## config.mk

```make
export PLATFORM = sky130hd
export DESIGN_NAME = bms_exec
export DESIGN_NICKNAME = d
export VERILOG_FILES = /design/src/bms_pkg.sv /design/src/bms_regfile.sv /design/src/bms_exec.sv
export SDC_FILE = /design/constraint.sdc
export NUM_CORES = 2
export LEC_CHECK = 0
export BUFFER_PORTS_ARGS = -buffer_cell sky130_fd_sc_hd__clkbuf_2
export CAP_MARGIN = 20
export CORE_MARGIN = 2
export CORE_UTILIZATION = 44
export DETAILED_ROUTE_END_ITERATION = 10
export GPL_TIMING_DRIVEN = 1
export PLACE_DENSITY = 0.59
export SLEW_MARGIN = 20
export SYNTH_ARGS = -nofsm -noshare
export SYNTH_HDL_FRONTEND = slang
export SYNTH_HIERARCHICAL = 1
export SYNTH_SLANG_ARGS = --single-unit
export TNS_END_PERCENT = 10
```

## constraint.sdc

```tcl
create_clock -name clock -period 6.06 [get_ports clock]
set_input_delay 1.212 -clock clock [delete_from_list [all_inputs] [get_ports clock]]
set_output_delay 1.212 -clock clock [all_outputs]
set_load 0.01 [all_outputs]
```

## src/bms_pkg.sv

```systemverilog
// Shared constants, carriers and states of the block-move/swap/trap unit
package bms_pkg;

  // ----------------------------------------------------------------------
  // Instruction fields
  // ----------------------------------------------------------------------
  localparam int BIT_LOAD  = 20;   // load_store_select
  localparam int BIT_WBACK = 21;   // base_update_select
  localparam int BIT_UBANK = 22;   // user_bank_or_status_select
  localparam int BIT_BYTE  = 22;   // byte_word_select
  localparam int BIT_UP    = 23;   // up_down_select
  localparam int BIT_PRE   = 24;   // pre_post_select
  localparam int BIT_SETS  = 20;   // status-setting bit of a move

  localparam logic [3:0] REG_LINK = 4'hE;
  localparam logic [3:0] REG_PC   = 4'hF;

  // ----------------------------------------------------------------------
  // Register banking and status layout
  // ----------------------------------------------------------------------
  localparam int         PHYS_REGS     = 18;
  localparam logic [4:0] PHYS_BANK_OFS = 5'h03;  // r13/r14 -> 16/17
  localparam logic [4:0] PHYS_LINK_SVC = 5'h11;
  localparam logic [4:0] MODE_USER     = 5'h10;
  localparam logic [4:0] MODE_SVC      = 5'h13;
  localparam logic [31:0] STATUS_RESET = 32'h0000_0013;

  // ----------------------------------------------------------------------
  // Addresses and offsets
  // ----------------------------------------------------------------------
  localparam logic [31:0] PC_RESET       = 32'h0000_0000;
  localparam logic [31:0] TRAP_VECTOR    = 32'h0000_0008;
  localparam logic [31:0] FAULT_VECTOR   = 32'h0000_0010;
  localparam logic [31:0] WORD_STEP      = 32'h0000_0004;
  localparam logic [31:0] PC_STORE_ADJ   = 32'h0000_000C;
  localparam logic [31:0] FAULT_LINK_ADJ = 32'h0000_0008;

  // ----------------------------------------------------------------------
  // Carriers
  // ----------------------------------------------------------------------
  typedef struct packed {
    logic        req;
    logic        we;
    logic        byte_sel;
    logic [31:0] addr;
    logic [31:0] wdata;
  } bms_mem_req_t;

  typedef struct packed {
    logic        ack;
    logic        fault;
    logic [31:0] rdata;
  } bms_mem_rsp_t;

  typedef struct packed {
    logic        en;
    logic [4:0]  idx;
    logic [31:0] data;
  } bms_rf_wr_t;

  typedef enum logic [3:0] {
    ST_IDLE     = 4'b0000,
    ST_RD_BASE  = 4'b0001,
    ST_RD_SRC   = 4'b0010,
    ST_SWP_RD   = 4'b0011,
    ST_SWP_WR   = 4'b0100,
    ST_SWP_DST  = 4'b0101,
    ST_MV_EXEC  = 4'b0110,
    ST_BLK_SCAN = 4'b0111,
    ST_BLK_RD   = 4'b1000,
    ST_BLK_MEM  = 4'b1001,
    ST_BLK_END  = 4'b1010,
    ST_FAULT    = 4'b1011
  } bms_state_t;

endpackage : bms_pkg

```

## src/bms_regfile.sv

```systemverilog
// Banked register file with one write port and a registered read port
`timescale 1ns/1ps
module bms_regfile #(
  parameter int NREG = 18
) (
  input  wire logic               clock,    // Core clock
  input  wire logic               rst_n,    // Synchronous reset, active low
  input  wire bms_pkg::bms_rf_wr_t wr,      // Write port
  input  wire logic [4:0]         raddr,    // Read index
  output logic [31:0]             rdata     // Read data, one cycle late
);
  import bms_pkg::*;

  logic [31:0] mem_r [NREG];

  always_ff @(posedge clock) begin
    if (wr.en) begin
      mem_r[wr.idx] <= wr.data;
    end
  end

  // Read-before-write: a same-cycle write shows on the next access
  always_ff @(posedge clock) begin
    if (!rst_n) begin
      rdata <= '0;
    end else begin
      rdata <= mem_r[raddr];
    end
  end

endmodule : bms_regfile

```

## src/bms_exec.sv

```systemverilog
// Execution unit for multiple transfer, swap, trap and status return
//
// Function
// (RQ1) Skip instruction whose condition fails, no effects
// (RQ2) Load, pre, up bits decode independently
// (RQ3) Write final address back only when requested
// (RQ4) Status copy with PC load, else user bank
// (RQ5) Swap reads then writes; no interrupt between
// (RQ6) Swap: address base, store source, load dest
// (RQ7) Lock held across swap read and write
// (RQ8) Swap moves byte or word per select bit
// (RQ9) Swap lanes follow ordinary load and store
// (RQ10) Fault on either swap access takes trap
// (RQ11) Swap abort independent of late fault setting
// (RQ12) Trap enters supervisor, saves status, fixed vector
// (RQ13) Trap link holds address after trap word
// (RQ14) Status-restoring move returns and restores status
// (RQ15) Trap comment field ignored entirely
// (RQ16) Lock released after swap write, even faulted
`timescale 1ns/1ps
module bms_exec #(
  parameter logic [31:0] DATA_FAULT_VECTOR = bms_pkg::FAULT_VECTOR
) (
  input  wire logic                 clock,           // 20 MHz core clock
  input  wire logic                 rst_n,           // Sync reset, low
  input  wire logic [31:0]          instr_in,        // Instruction word
  input  wire logic                 instr_valid_in,  // Instruction offered
  output logic                      instr_ready_out, // Instruction taken
  output bms_pkg::bms_mem_req_t     mem_req_out,     // Memory request
  input  wire bms_pkg::bms_mem_rsp_t mem_rsp_in,     // Memory answer
  output logic                      indivisible_access_out, // Swap lock
  input  wire logic                 big_endian_in,   // Byte order
  input  wire logic                 irq_req_in,      // Interrupt request
  output logic                      irq_accept_out,  // Interrupt taken
  output logic                      done_out,        // Instruction retired
  output logic                      fault_trap_out,  // Data fault trap
  output logic [31:0]               pc_out,          // Program counter
  output logic [31:0]               status_out       // Status word
);
  import bms_pkg::*;

  // ----------------------------------------------------------------------
  // Helpers
  // ----------------------------------------------------------------------
  function automatic logic cond_pass(input logic [3:0] c,
                                     input logic [3:0] f);
    logic n, z, cy, v, r;
    n  = f[3];
    z  = f[2];
    cy = f[1];
    v  = f[0];
    unique case (c[3:1])
      3'h0: r = z;
      3'h1: r = cy;
      3'h2: r = n;
      3'h3: r = v;
      3'h4: r = cy & ~z;
      3'h5: r = (n == v);
      3'h6: r = ~z & (n == v);
      3'h7: r = 1'b1;
    endcase
    // Odd codes invert; the last code never passes
    return (c[3:1] == 3'h7) ? ~c[0] : (r ^ c[0]);
  endfunction : cond_pass

  function automatic logic [4:0] phys(input logic [3:0] idx,
                                      input logic       svc,
                                      input logic       user_bank);
    logic [4:0] p;
    p = {1'b0, idx};
    if (svc && !user_bank && (idx == 4'hD || idx == REG_LINK)) begin
      p = p + PHYS_BANK_OFS;
    end
    return p;
  endfunction : phys

  function automatic logic [4:0] popcount(input logic [15:0] l);
    logic [4:0] n;
    n = '0;
    for (int i = 0; i < 16; i++) begin
      n = n + {4'h0, l[i]};
    end
    return n;
  endfunction : popcount

  function automatic logic [3:0] lowest(input logic [15:0] l);
    logic [3:0] k;
    k = '0;
    for (int i = 15; i >= 0; i--) begin
      if (l[i]) begin
        k = 4'(i);
      end
    end
    return k;
  endfunction : lowest

  // Byte lane by address and byte order, zero filled
  function automatic logic [31:0] load_lanes(input logic [31:0] d,
                                             input logic [1:0]  a,
                                             input logic        be,
                                             input logic        byt);
    logic [1:0] lane;
    lane = be ? ~a : a;
    return byt ? {24'h0, 8'(d >> {lane, 3'b000})} : d;
  endfunction : load_lanes

  // ----------------------------------------------------------------------
  // State
  // ----------------------------------------------------------------------
  bms_state_t  state_r, state_nxt;
  logic [31:0] ir_r, ir_nxt, addr_r, addr_nxt, base_r, base_nxt;
  logic [31:0] wdata_r, wdata_nxt, rdat_r, rdat_nxt;
  logic [31:0] pcld_r, pcld_nxt, pc_r, pc_nxt;
  logic [31:0] current_status_word_r, current_status_word_nxt, spsr_r, spsr_nxt;
  logic [15:0] list_r, list_nxt;
  logic        fault_r, fault_nxt, pcld_v_r, pcld_v_nxt;
  logic        done_r, done_nxt, trap_r, trap_nxt;
  bms_rf_wr_t  rf_wr;
  logic [4:0]  rf_raddr;
  logic [31:0] rf_rdata;
  bms_mem_req_t mreq;

  logic        in_svc, is_blk, is_swp, is_trap, is_status_restoring_move, usr, ld;
  logic [4:0]  cnt;
  logic [31:0] span;
  logic [3:0]  cur;

  // Comment field of the trap is never looked at: only bits 27:24
  assign is_trap = (instr_in[27:24] == 4'hF);                    // RQ15
  assign is_blk  = (instr_in[27:25] == 3'b100);
  assign is_swp  = (instr_in[27:23] == 5'b00010) &&
                   (instr_in[21:20] == 2'b00) &&
                   (instr_in[11:4] == 8'h09);
  assign is_status_restoring_move = (instr_in[27:21] == 7'b0001101) &&
                   instr_in[BIT_SETS] && (instr_in[15:12] == REG_PC) &&
                   (instr_in[11:4] == 8'h00) &&
                   (instr_in[3:0] == REG_LINK);
  assign in_svc  = (current_status_word_r[4:0] == MODE_SVC);
  assign ld      = ir_r[BIT_LOAD];
  // Status copy wins over user bank when a load carries the PC
  assign usr     = ir_r[BIT_UBANK] && !(ld && ir_r[REG_PC]);        // RQ4
  assign cnt     = popcount(ir_r[15:0]);
  assign span    = {25'h0, cnt, 2'b00};
  assign cur     = lowest(list_r);

  bms_regfile #(
    .NREG (PHYS_REGS)
  ) u_rf (
    .clock (clock),
    .rst_n (rst_n),
    .wr    (rf_wr),
    .raddr (rf_raddr),
    .rdata (rf_rdata)
  );

  // ----------------------------------------------------------------------
  // Sequencer
  // ----------------------------------------------------------------------
  always_comb begin
    state_nxt  = state_r;
    ir_nxt     = ir_r;
    addr_nxt   = addr_r;
    base_nxt   = base_r;
    wdata_nxt  = wdata_r;
    rdat_nxt   = rdat_r;
    pcld_nxt   = pcld_r;
    pcld_v_nxt = pcld_v_r;
    pc_nxt     = pc_r;
    current_status_word_nxt   = current_status_word_r;
    spsr_nxt   = spsr_r;
    list_nxt   = list_r;
    fault_nxt  = fault_r;
    done_nxt   = 1'b0;
    trap_nxt   = 1'b0;
    rf_wr      = '0;
    rf_raddr   = '0;
    mreq       = '0;
    unique case (state_r)
      ST_IDLE: begin
        if (instr_valid_in) begin
          ir_nxt = instr_in;
          if (!cond_pass(instr_in[31:28], current_status_word_r[31:28])) begin
            pc_nxt   = pc_r + WORD_STEP;                              // RQ1
            done_nxt = 1'b1;
          end else if (is_trap) begin
            rf_wr    = '{en: 1'b1, idx: PHYS_LINK_SVC,
                         data: pc_r + WORD_STEP};                    // RQ13
            spsr_nxt = current_status_word_r;                                       // RQ12
            current_status_word_nxt = {current_status_word_r[31:5], MODE_SVC};                     // RQ12
            pc_nxt   = TRAP_VECTOR;                                  // RQ12
            done_nxt = 1'b1;
          end else if (is_status_restoring_move) begin
            rf_raddr  = phys(REG_LINK, in_svc, 1'b0);                // RQ14
            state_nxt = ST_MV_EXEC;
          end else if (is_swp || is_blk) begin
            rf_raddr  = phys(instr_in[19:16], in_svc,
                             is_blk && instr_in[BIT_UBANK] &&
                             !(instr_in[BIT_LOAD] && instr_in[REG_PC]));
            state_nxt = ST_RD_BASE;
          end else begin
            pc_nxt   = pc_r + WORD_STEP;
            done_nxt = 1'b1;
          end
        end
      end
      ST_MV_EXEC: begin
        pc_nxt    = rf_rdata;                                        // RQ14
        current_status_word_nxt  = spsr_r;                                          // RQ14
        done_nxt  = 1'b1;
        state_nxt = ST_IDLE;
      end
      ST_RD_BASE: begin
        fault_nxt  = 1'b0;
        pcld_v_nxt = 1'b0;
        if (ir_r[27:25] != 3'b100) begin
          addr_nxt  = rf_rdata;                                      // RQ6
          rf_raddr  = phys(ir_r[3:0], in_svc, 1'b0);                 // RQ6
          state_nxt = ST_RD_SRC;
        end else begin
          // Lowest register always at lowest address
          unique case ({ir_r[BIT_UP], ir_r[BIT_PRE]})                // RQ2
            2'b11: addr_nxt = rf_rdata + WORD_STEP;
            2'b10: addr_nxt = rf_rdata;
            2'b01: addr_nxt = rf_rdata - span;
            2'b00: addr_nxt = rf_rdata - span + WORD_STEP;
          endcase
          base_nxt  = ir_r[BIT_UP] ? rf_rdata + span : rf_rdata - span;
          list_nxt  = ir_r[15:0];
          state_nxt = ST_BLK_SCAN;
        end
      end
      ST_RD_SRC: begin
        // Byte store replicates over all lanes, like a single store
        wdata_nxt = ir_r[BIT_BYTE] ? {4{rf_rdata[7:0]}} : rf_rdata; // RQ9
        state_nxt = ST_SWP_RD;
      end
      ST_SWP_RD: begin
        mreq = '{req: 1'b1, we: 1'b0, byte_sel: ir_r[BIT_BYTE],
                 addr: addr_r, wdata: wdata_r};                      // RQ8
        if (mem_rsp_in.ack) begin
          rdat_nxt  = load_lanes(mem_rsp_in.rdata, addr_r[1:0],
                                 big_endian_in, ir_r[BIT_BYTE]);     // RQ9
          fault_nxt = fault_r | mem_rsp_in.fault;                    // RQ10
          state_nxt = ST_SWP_WR;                                     // RQ5
        end
      end
      ST_SWP_WR: begin
        mreq = '{req: 1'b1, we: 1'b1, byte_sel: ir_r[BIT_BYTE],
                 addr: addr_r, wdata: wdata_r};                      // RQ6
        if (mem_rsp_in.ack) begin
          fault_nxt = fault_r | mem_rsp_in.fault;                    // RQ10
          state_nxt = ST_SWP_DST;                                    // RQ16
        end
      end
      ST_SWP_DST: begin
        // No base is touched, so late or early fault timing agree
        if (fault_r) begin
          state_nxt = ST_FAULT;                                // RQ10 RQ11
        end else begin
          rf_wr     = '{en: 1'b1, idx: phys(ir_r[15:12], in_svc, 1'b0),
                        data: rdat_r};                               // RQ6
          pc_nxt    = pc_r + WORD_STEP;
          done_nxt  = 1'b1;
          state_nxt = ST_IDLE;
        end
      end
      ST_BLK_SCAN: begin
        if (list_r == '0) begin
          state_nxt = ST_BLK_END;
        end else begin
          rf_raddr  = phys(cur, in_svc, usr);                        // RQ4
          state_nxt = ld ? ST_BLK_MEM : ST_BLK_RD;                   // RQ2
        end
      end
      ST_BLK_RD: begin
        wdata_nxt = (cur == REG_PC) ? pc_r + PC_STORE_ADJ : rf_rdata;
        state_nxt = ST_BLK_MEM;
      end
      ST_BLK_MEM: begin
        mreq = '{req: 1'b1, we: !ld, byte_sel: 1'b0,
                 addr: addr_r, wdata: wdata_r};
        if (mem_rsp_in.ack) begin
          // Register overwriting stops at the first fault
          if (ld && !fault_r && !mem_rsp_in.fault) begin
            if (cur == REG_PC) begin
              pcld_nxt   = mem_rsp_in.rdata;
              pcld_v_nxt = 1'b1;
            end else begin
              rf_wr = '{en: 1'b1, idx: phys(cur, in_svc, usr),
                        data: mem_rsp_in.rdata};                     // RQ4
            end
          end
          fault_nxt = fault_r | mem_rsp_in.fault;
          addr_nxt  = addr_r + WORD_STEP;
          list_nxt  = list_r & ~(16'h0001 << cur);
          state_nxt = ST_BLK_SCAN;
        end
      end
      ST_BLK_END: begin
        if (ir_r[BIT_WBACK] &&
            !(ld && ir_r[ir_r[19:16]] && !fault_r)) begin
          rf_wr = '{en: 1'b1, idx: phys(ir_r[19:16], in_svc, usr),
                    data: base_r};                                   // RQ3
        end
        if (fault_r) begin
          state_nxt = ST_FAULT;
        end else begin
          if (pcld_v_r) begin
            pc_nxt = pcld_r;
            if (ir_r[BIT_UBANK]) begin
              current_status_word_nxt = spsr_r;                                     // RQ4
            end
          end else begin
            pc_nxt = pc_r + WORD_STEP;
          end
          done_nxt  = 1'b1;
          state_nxt = ST_IDLE;
        end
      end
      ST_FAULT: begin
        rf_wr     = '{en: 1'b1, idx: PHYS_LINK_SVC,
                      data: pc_r + FAULT_LINK_ADJ};
        spsr_nxt  = current_status_word_r;
        current_status_word_nxt  = {current_status_word_r[31:5], MODE_SVC};
        pc_nxt    = DATA_FAULT_VECTOR;
        trap_nxt  = 1'b1;                                            // RQ10
        done_nxt  = 1'b1;
        state_nxt = ST_IDLE;
      end
      default: state_nxt = ST_IDLE;
    endcase
  end

  always_ff @(posedge clock) begin
    if (!rst_n) begin
      state_r  <= ST_IDLE;
      ir_r     <= '0;
      addr_r   <= '0;
      base_r   <= '0;
      wdata_r  <= '0;
      rdat_r   <= '0;
      pcld_r   <= '0;
      pcld_v_r <= 1'b0;
      pc_r     <= PC_RESET;
      current_status_word_r   <= STATUS_RESET;
      spsr_r   <= '0;
      list_r   <= '0;
      fault_r  <= 1'b0;
      done_r   <= 1'b0;
      trap_r   <= 1'b0;
    end else begin
      state_r  <= state_nxt;
      ir_r     <= ir_nxt;
      addr_r   <= addr_nxt;
      base_r   <= base_nxt;
      wdata_r  <= wdata_nxt;
      rdat_r   <= rdat_nxt;
      pcld_r   <= pcld_nxt;
      pcld_v_r <= pcld_v_nxt;
      pc_r     <= pc_nxt;
      current_status_word_r   <= current_status_word_nxt;
      spsr_r   <= spsr_nxt;
      list_r   <= list_nxt;
      fault_r  <= fault_nxt;
      done_r   <= done_nxt;
      trap_r   <= trap_nxt;
    end
  end

  assign instr_ready_out = (state_r == ST_IDLE);
  assign mem_req_out     = mreq;
  assign indivisible_access_out = (state_r == ST_SWP_RD) ||
                                  (state_r == ST_SWP_WR);      // RQ7 RQ16
  // Interrupts only between instructions, never inside the lock
  assign irq_accept_out  = irq_req_in && (state_r == ST_IDLE);       // RQ5
  assign done_out        = done_r;
  assign fault_trap_out  = trap_r;
  assign pc_out          = pc_r;
  assign status_out      = current_status_word_r;

  logic take;
  assign take = instr_valid_in && instr_ready_out;
endmodule : bms_exec

```

== Word-level counts from Yosys, hierarchy flattened ==
Memory sizes are Yosys's and may differ from the RTL's. A register that Yosys moved wholly into a read port is not among the register bits.
Cells that the tools add are included.
Storage, ports and cells
  flip-flop bits (word level): 308
  bits in latches: 0
  RAM bits: 576
  bits in read-only memories: 0
  input bits: 71
  output and inout port bits: 136
  word-level logic and storage cells: 297
  memories: 1
Memory list
  u_rf.mem_r: words 18, width 32, rd ports 1, clocked after memory_dff 1, write ports 1, RTL line bms_regfile.sv:14  | logic [31:0] mem_r [NREG];
Cells by class
  $add $sub $neg: 28
  multipliers: 0
  divide/modulo/power cells: 0
  $lt $le $gt $ge: 1
  equality and inequality tests: 60
  shift operators: 2
  mux-type cells: 108
  bitwise logic cells: 12
  reduce and logical (&&, ||, !) cells: 69
Operators by type and width (number)
  2-to-1 mux 32 bit: 20
  2-to-1 mux 38 bit: 8
  case mux 32 bit (4 select lines): 2
  case mux 67 bit (3 select lines): 1
  case mux 32 bit (2 select lines): 3
  case mux 38 bit (5 select lines): 1
  case mux 32 bit (5 select lines): 1
  adder 32 x 3 -> 32 bit (second input constant): 4
  2-to-1 mux 4 bit: 25
  2-to-1 mux 5 bit: 16
  == test 4 bit (second input constant): 18
  adder 32 x 4 -> 32 bit (second input constant): 2
  adder 5 x 1 -> 5 bit: 11
  case mux 4 bit (9 select lines): 1
  adder 32 x 7 -> 32 bit: 1
  2-to-1 mux 16 bit: 2
  case mux 16 bit (2 select lines): 1
  right shift 32 x 5 -> 8 bit: 1
  subtractor 32 x 7 -> 32 bit: 1
  adder 4 x 2 -> 5 bit (second input constant): 5
  logical AND 1 bit: 24
  != test 2 bit (second input constant): 12
  2-to-1 mux 1 bit: 18
  bitwise AND 16 bit: 1
  other kinds (53): 101

== Longest topological paths before layout ==
  word-level depth: 26
  gate-level depth with buffers: 25
  gate-level depth less buffers: 24

== By module ==
The synthesis kept the hierarchy.
Modules (own cells, without submodules)
  bms_regfile: instances 1, cells an instance 1271, area an instance 23383.7 um^2, seq. area each 17937.2 um^2
  bms_exec: instances 1, cells an instance 2958, area an instance 21097.7 um^2, seq. area each 6165.9 um^2

== Worst setup path before layout ==
No wires, ideal clock.
  path type: register to register
  start point: register ir_r[0]
  end point: register addr_r[19]
  library setup time: 0.060 ns
  data arrival time: 6.351 ns
  data required time: 6.000 ns
  setup slack: -0.351 ns
  stages on the path, launching flop included: 22
  buffers on the path: 0
  clock period less this slack: 6.411 ns
  cells stage by stage: dfxtp_1 > inv_1 > fa_1 > fa_1 > fa_1 > fa_1 > inv_1 > ha_1 > fa_1 > a21o_1 > and2_1 > ha_1 > or2_1 > a211oi_2 > or4_1 > a222oi_1 > nand3_2 > nand3b_1 > nand3b_1 > xnor2_1 > o311ai_0 > o2111a_1
Between the ends
  cells in the longest elaborated chain, start to end: 20
Ends and longest elaborated chain
  start: declaration: RTL line bms_exec.sv:111  | logic [31:0] ir_r, ir_nxt, addr_r, addr_nxt, base_r, base_nxt;
  start signal: assignment: RTL line bms_exec.sv:353  | ir_r <= ir_nxt;
  adder 1 x 1 -> 2 bit (*): RTL line bms_exec.sv:81  | n = n + {4'h0, l[i]};
  adder 2 x 1 -> 3 bit (*): RTL line bms_exec.sv:81
  adder 3 x 1 -> 4 bit (*): RTL line bms_exec.sv:81
  adder 4 x 1 -> 5 bit (*): RTL line bms_exec.sv:81
  adder 5 x 1 -> 5 bit (*) (11 in a row): RTL line bms_exec.sv:81
  subtractor 32 x 7 -> 32 bit (*): RTL line bms_exec.sv:224, bms_exec.sv:225
  adder 32 x 3 -> 32 bit: RTL line bms_exec.sv:225  | 2'b00: addr_nxt = rf_rdata - span + WORD_STEP;
  case mux 32 bit (4 select lines) (*): RTL line bms_exec.sv:221  | unique case ({ir_r[BIT_UP], ir_r[BIT_PRE]})
  2-to-1 mux 32 bit (*): RTL line bms_exec.sv:215  | if (ir_r[27:25] != 3'b100) begin
  case mux 32 bit (2 select lines) (*): RTL line bms_exec.sv:178  | unique case (state_r)
  end signal: assignment: RTL line bms_exec.sv:354  | addr_r <= addr_nxt;
  end: declaration: RTL line bms_exec.sv:111
Every way passes the cells marked *; elsewhere a longest branch is shown, timed or not.
A chain may end at the register's enable or synchronous reset.

== Worst setup path in the final report ==
  start point: register ir_r[0]
  end point: register addr_r[28]
The elaborated chain is that of the path after synthesis.

==> flow_summary.toml <==
[die]
dieHeight_um = 322.0
die-width_um = 322.0
start_util = 0.4442
design.portCount = 207
placeableCoreArea_mm2 = 0.1001
rows = 116
fp.dieArea_mm2 = 0.1037

[setup_path]
timing.critical_path.fanout_max = 7
worst_r2r_endpoint = "addr_r[28]"
setup.worst_path.start = "ir_r[0]"
kind_of_start_point_of_the_critical_path = "flop"
crit_arrival_ps = 6670
critical_path_required_ps = 6630
crit_path_end_kind = "flop"
ff2ff_setup_slack_ps = -50
reg2reg_depth = 22
critPathKind = "reg2reg"
worstReg2RegStart = "ir_r[0]"

[synth]
synth_area_leader_cell = "sky130_fd_sc_hd__edfxtp_1"
syn_area_mm2 = 0.04448
synth_top_cells_by_count = "sky130_fd_sc_hd__nand2_1, sky130_fd_sc_hd__edfxtp_1, sky130_fd_sc_hd__dfxtp_1"
yosysMostFrequentCell = "sky130_fd_sc_hd__nand2_1"
ys_top_cells_by_area = "sky130_fd_sc_hd__edfxtp_1, sky130_fd_sc_hd__dfxtp_1, sky130_fd_sc_hd__nand2_1"
synthesis.instances = 4229
synth_enable_flop_cells = 576
ys_seq_elements = 916
synthesis.yosys.warnings = 6
synthesis.nets = 4354
synth_sequential_area_ratio = 0.5419
synth_top_area_share = 0.3888
dominantRegCellSynth = "sky130_fd_sc_hd__edfxtp_1"
share_of_flip_flops_with_an_asynchronous_set_or_reset = 0
synthesis.area_per_instance_um2 = 10.52
synth_cell_types = 91

[timing]
final.setup.worst_slack_ps = -46.51
worstMarginPinSlew_ps = 1239
setup_total_negative_slack_ps = -95.49
slew_headroom = 0.1723
report.final.slew_viol_count = 0
final-setup-viol-count = 3
timing_hold_violations_final = 0
clock.fmax_mhz = 163.8
min_period_over_period = 1.008
final_setup_skew_ps = 38.69
rsz0062_at_grt = "true"
fin_crit_ps = 6107

[cells_and_area]
filler_cell_count = 9026
layout_cells_sized_above_1 = 0.1837
finish.utilization = 0.5202
antenna_cells_inserted = 0
syn_to_final_growth_pct = 17.12
regArea_mm2 = 0.02412
multi_input_comb_area_mm2 = 0.01917
final_cell_count_no_fill = 5888
nets = 4632

[clock_network]
htree_levels = 3
clkTransAtPathRegs_ps = 70
tritoncts_clock_tree = "yes"
clk-insertion-delay-late_ps = 700
ctsLongestPathBuffers = 3
numClockSinks = 916
holdBufCountCts = 0
clock-root-buffer = "sky130_fd_sc_hd__clkbuf_16"
cts_made_buffers = 97

[min_path]
hold_class = "reg2reg"
whs_endpoint = "status_out[24]"
hold_sp = "spsr_r[24]"
hold_depth = 2

[drt]
first_iter_violations = 4281
vias_per_cell = 6.081
wire_per_inst_um = 26.19
drc_errors = 0
dr_total_vias = 35802
drt_pre_antenna_iters = 8
detail-route-antenna-nets = 0
postRouteWirelength_um = 154200

[global_route]
grt_start_max_net_pins = 127
grt_antenna_before_repair = 7
global_route_wire_length_before_repair_um = 225700
grt.overflow.total = 0
groute.usage.overall = 0.2923
grt_pass1_vias = 33636

[power_and_ir_drop]
total_leakage_power_uw = 0.01626
worst_ir_drop_vdd_mv = 0.3884
power.density_cell_area_mw_per_mm2 = 363.7

[placed_design]
io_buffer_count = 206
place.gp.congestion = 0.9921
dp_hpwl_um = 104000
placed_cells_incl_taps = 5694

[run_status]
failing_checks = "setup timing"
status = "complete, but fails checks"

[run]
maxCapViolations = 0
worst max-delay path, stage by stage, from the launching register on:
cell and delay [ps]:
sky130_fd_sc_hd__dfxtp_2 330, sky130_fd_sc_hd__inv_2 50, sky130_fd_sc_hd__fa_1 490, sky130_fd_sc_hd__fa_1 540
sky130_fd_sc_hd__fa_2 450, sky130_fd_sc_hd__fa_1 530, sky130_fd_sc_hd__inv_2 40, sky130_fd_sc_hd__ha_4 160
sky130_fd_sc_hd__fa_2 390, sky130_fd_sc_hd__a21o_1 190, sky130_fd_sc_hd__and2_4 170, sky130_fd_sc_hd__ha_4 270
sky130_fd_sc_hd__buf_6 100, sky130_fd_sc_hd__a211oi_4 50, sky130_fd_sc_hd__or4_4 540, sky130_fd_sc_hd__or4_4 550
sky130_fd_sc_hd__xnor2_2 160, sky130_fd_sc_hd__nand3b_1 130, sky130_fd_sc_hd__buf_4 160, sky130_fd_sc_hd__o311ai_2 310
sky130_fd_sc_hd__o31ai_2 160, sky130_fd_sc_hd__mux2i_1 160, sky130_fd_sc_hd__nand2_1 60
cell usage in the layout, fill, tap and decap left out, types with 19 or more instances in the layout:
cell                        netlist  layout
sky130_fd_sc_hd__nand2_1        586     583
sky130_fd_sc_hd__mux2_2          19      19
sky130_fd_sc_hd__a2111oi_0       64      64
sky130_fd_sc_hd__clkbuf_16        0     100
sky130_fd_sc_hd__clkbuf_2         0     206
sky130_fd_sc_hd__and3_1          26      26
sky130_fd_sc_hd__mux4_2          45      45
sky130_fd_sc_hd__nand4_1         28      28
sky130_fd_sc_hd__o311a_1         31      31
sky130_fd_sc_hd__clkinv_2         0      19
sky130_fd_sc_hd__ha_1            42      37
sky130_fd_sc_hd__o211ai_1        56      56
sky130_fd_sc_hd__xnor2_1        105     104
sky130_fd_sc_hd__nor3_1          81      71
sky130_fd_sc_hd__nand3_1        101     101
sky130_fd_sc_hd__nor4_1          29      25
sky130_fd_sc_hd__mux2i_1        118     118
sky130_fd_sc_hd__o22ai_1         26      25
sky130_fd_sc_hd__dfxtp_1        340     333
sky130_fd_sc_hd__xor2_1          56      55
sky130_fd_sc_hd__a211oi_1       128     127
sky130_fd_sc_hd__a21oi_1        321     319
sky130_fd_sc_hd__nor2_1         252     233
sky130_fd_sc_hd__a31oi_1         21      20
sky130_fd_sc_hd__a222oi_1        35      35
sky130_fd_sc_hd__edfxtp_1       576     576
sky130_fd_sc_hd__nor2b_1        202     199
sky130_fd_sc_hd__buf_4            9     269
sky130_fd_sc_hd__inv_1           65      58
sky130_fd_sc_hd__and2_1          29      28
sky130_fd_sc_hd__o21ai_0        176     169
sky130_fd_sc_hd__a22oi_1         47      46
sky130_fd_sc_hd__clkbuf_1       258      25
sky130_fd_sc_hd__buf_12           1      19
sky130_fd_sc_hd__nand3b_1        32      32
layer usage:
layer / routed length, µm / part of all wire / vias to the layer above / track usage
met3: 15350 / 0.10 / 352 / 0.07665
met5: 62 / 0.00040 / - / 0
li1: - / - / 16229 / -
met1: 64380 / 0.42 / 17594 / 0.4014
met4: 6907 / 0.045 / 10 / 0.1223
met2: 67490 / 0.44 / 1617 / 0.4371
logic make-up after synthesis:
| group | synth area share |
|---|---|
| compound gates | 0.1569 |
| xor+xnor | 0.03170 |
| fa+ha+maj | 0.01721 |
| buf+inv | 0.03811 |
| mux | 0.05769 |
| simple gates | 0.1565 |
| flops | 0.5419 |
timing repair:
action                                  4_1_cts  5_1_grt
setup buffers                                10        3
pin swaps                                    28       23
resized for setup                            31       19
endpoints found under the setup margin        7       25
registers in the layout, summed over array words and instances (netlist names), 16 cells and up:
register / count
spsr_r: 32
status_out: 32
u_rf/mem_r: 576
ir_r: 28
wdata_r: 32
u_rf/rdata: 32
pc_out: 32
addr_r: 32
list_r: 16
pcld_r: 32
rdat_r: 32
base_r: 32
power by group:
part / switching (µW) / internal (µW)
sequential: 423 / 6800
combinational: 3230 / 2160
clock: 2560 / 3780
per-stage QoR:
step	power, µW	setup slack (ps)	cell area, µm²	hold slack [ps]
after global placement	12380	-197.3	48370	436.1
final	18950	-46.51	52100	435.4
after global routing	19740	-353.0	52100	462.8
after CTS	18820	-91.80	51980	442.6
after detailed placement	12400	-241.4	48380	441.6
after floorplan	10420	-53.26	44530	427.4
final cells by class:
type | instances | share of cell area
Tap cell | 1298 | 0.03117
Clock buffer | 140 | 0.05363
Sequential cell | 916 | 0.4629
Inverter | 69 | 0.005115
Timing Repair Buffer | 499 | 0.06693
Clock inverter | 42 | 0.01227
Multi-Input combinational cell | 2924 | 0.3680
worst max-delay path by stage:
| stage | end | slack (ps) |
|---|---|---|
| final | addr_r[28] | -50 |
| after global routing | addr_r[27] | -350 |
| after CTS | addr_r[27] | -90 |
| after detailed placement | addr_r[31] | -240 |
| after global placement | addr_r[31] | -200 |
| after floorplan | addr_r[13] | -50 |
(Power assumes the default switching activity.)
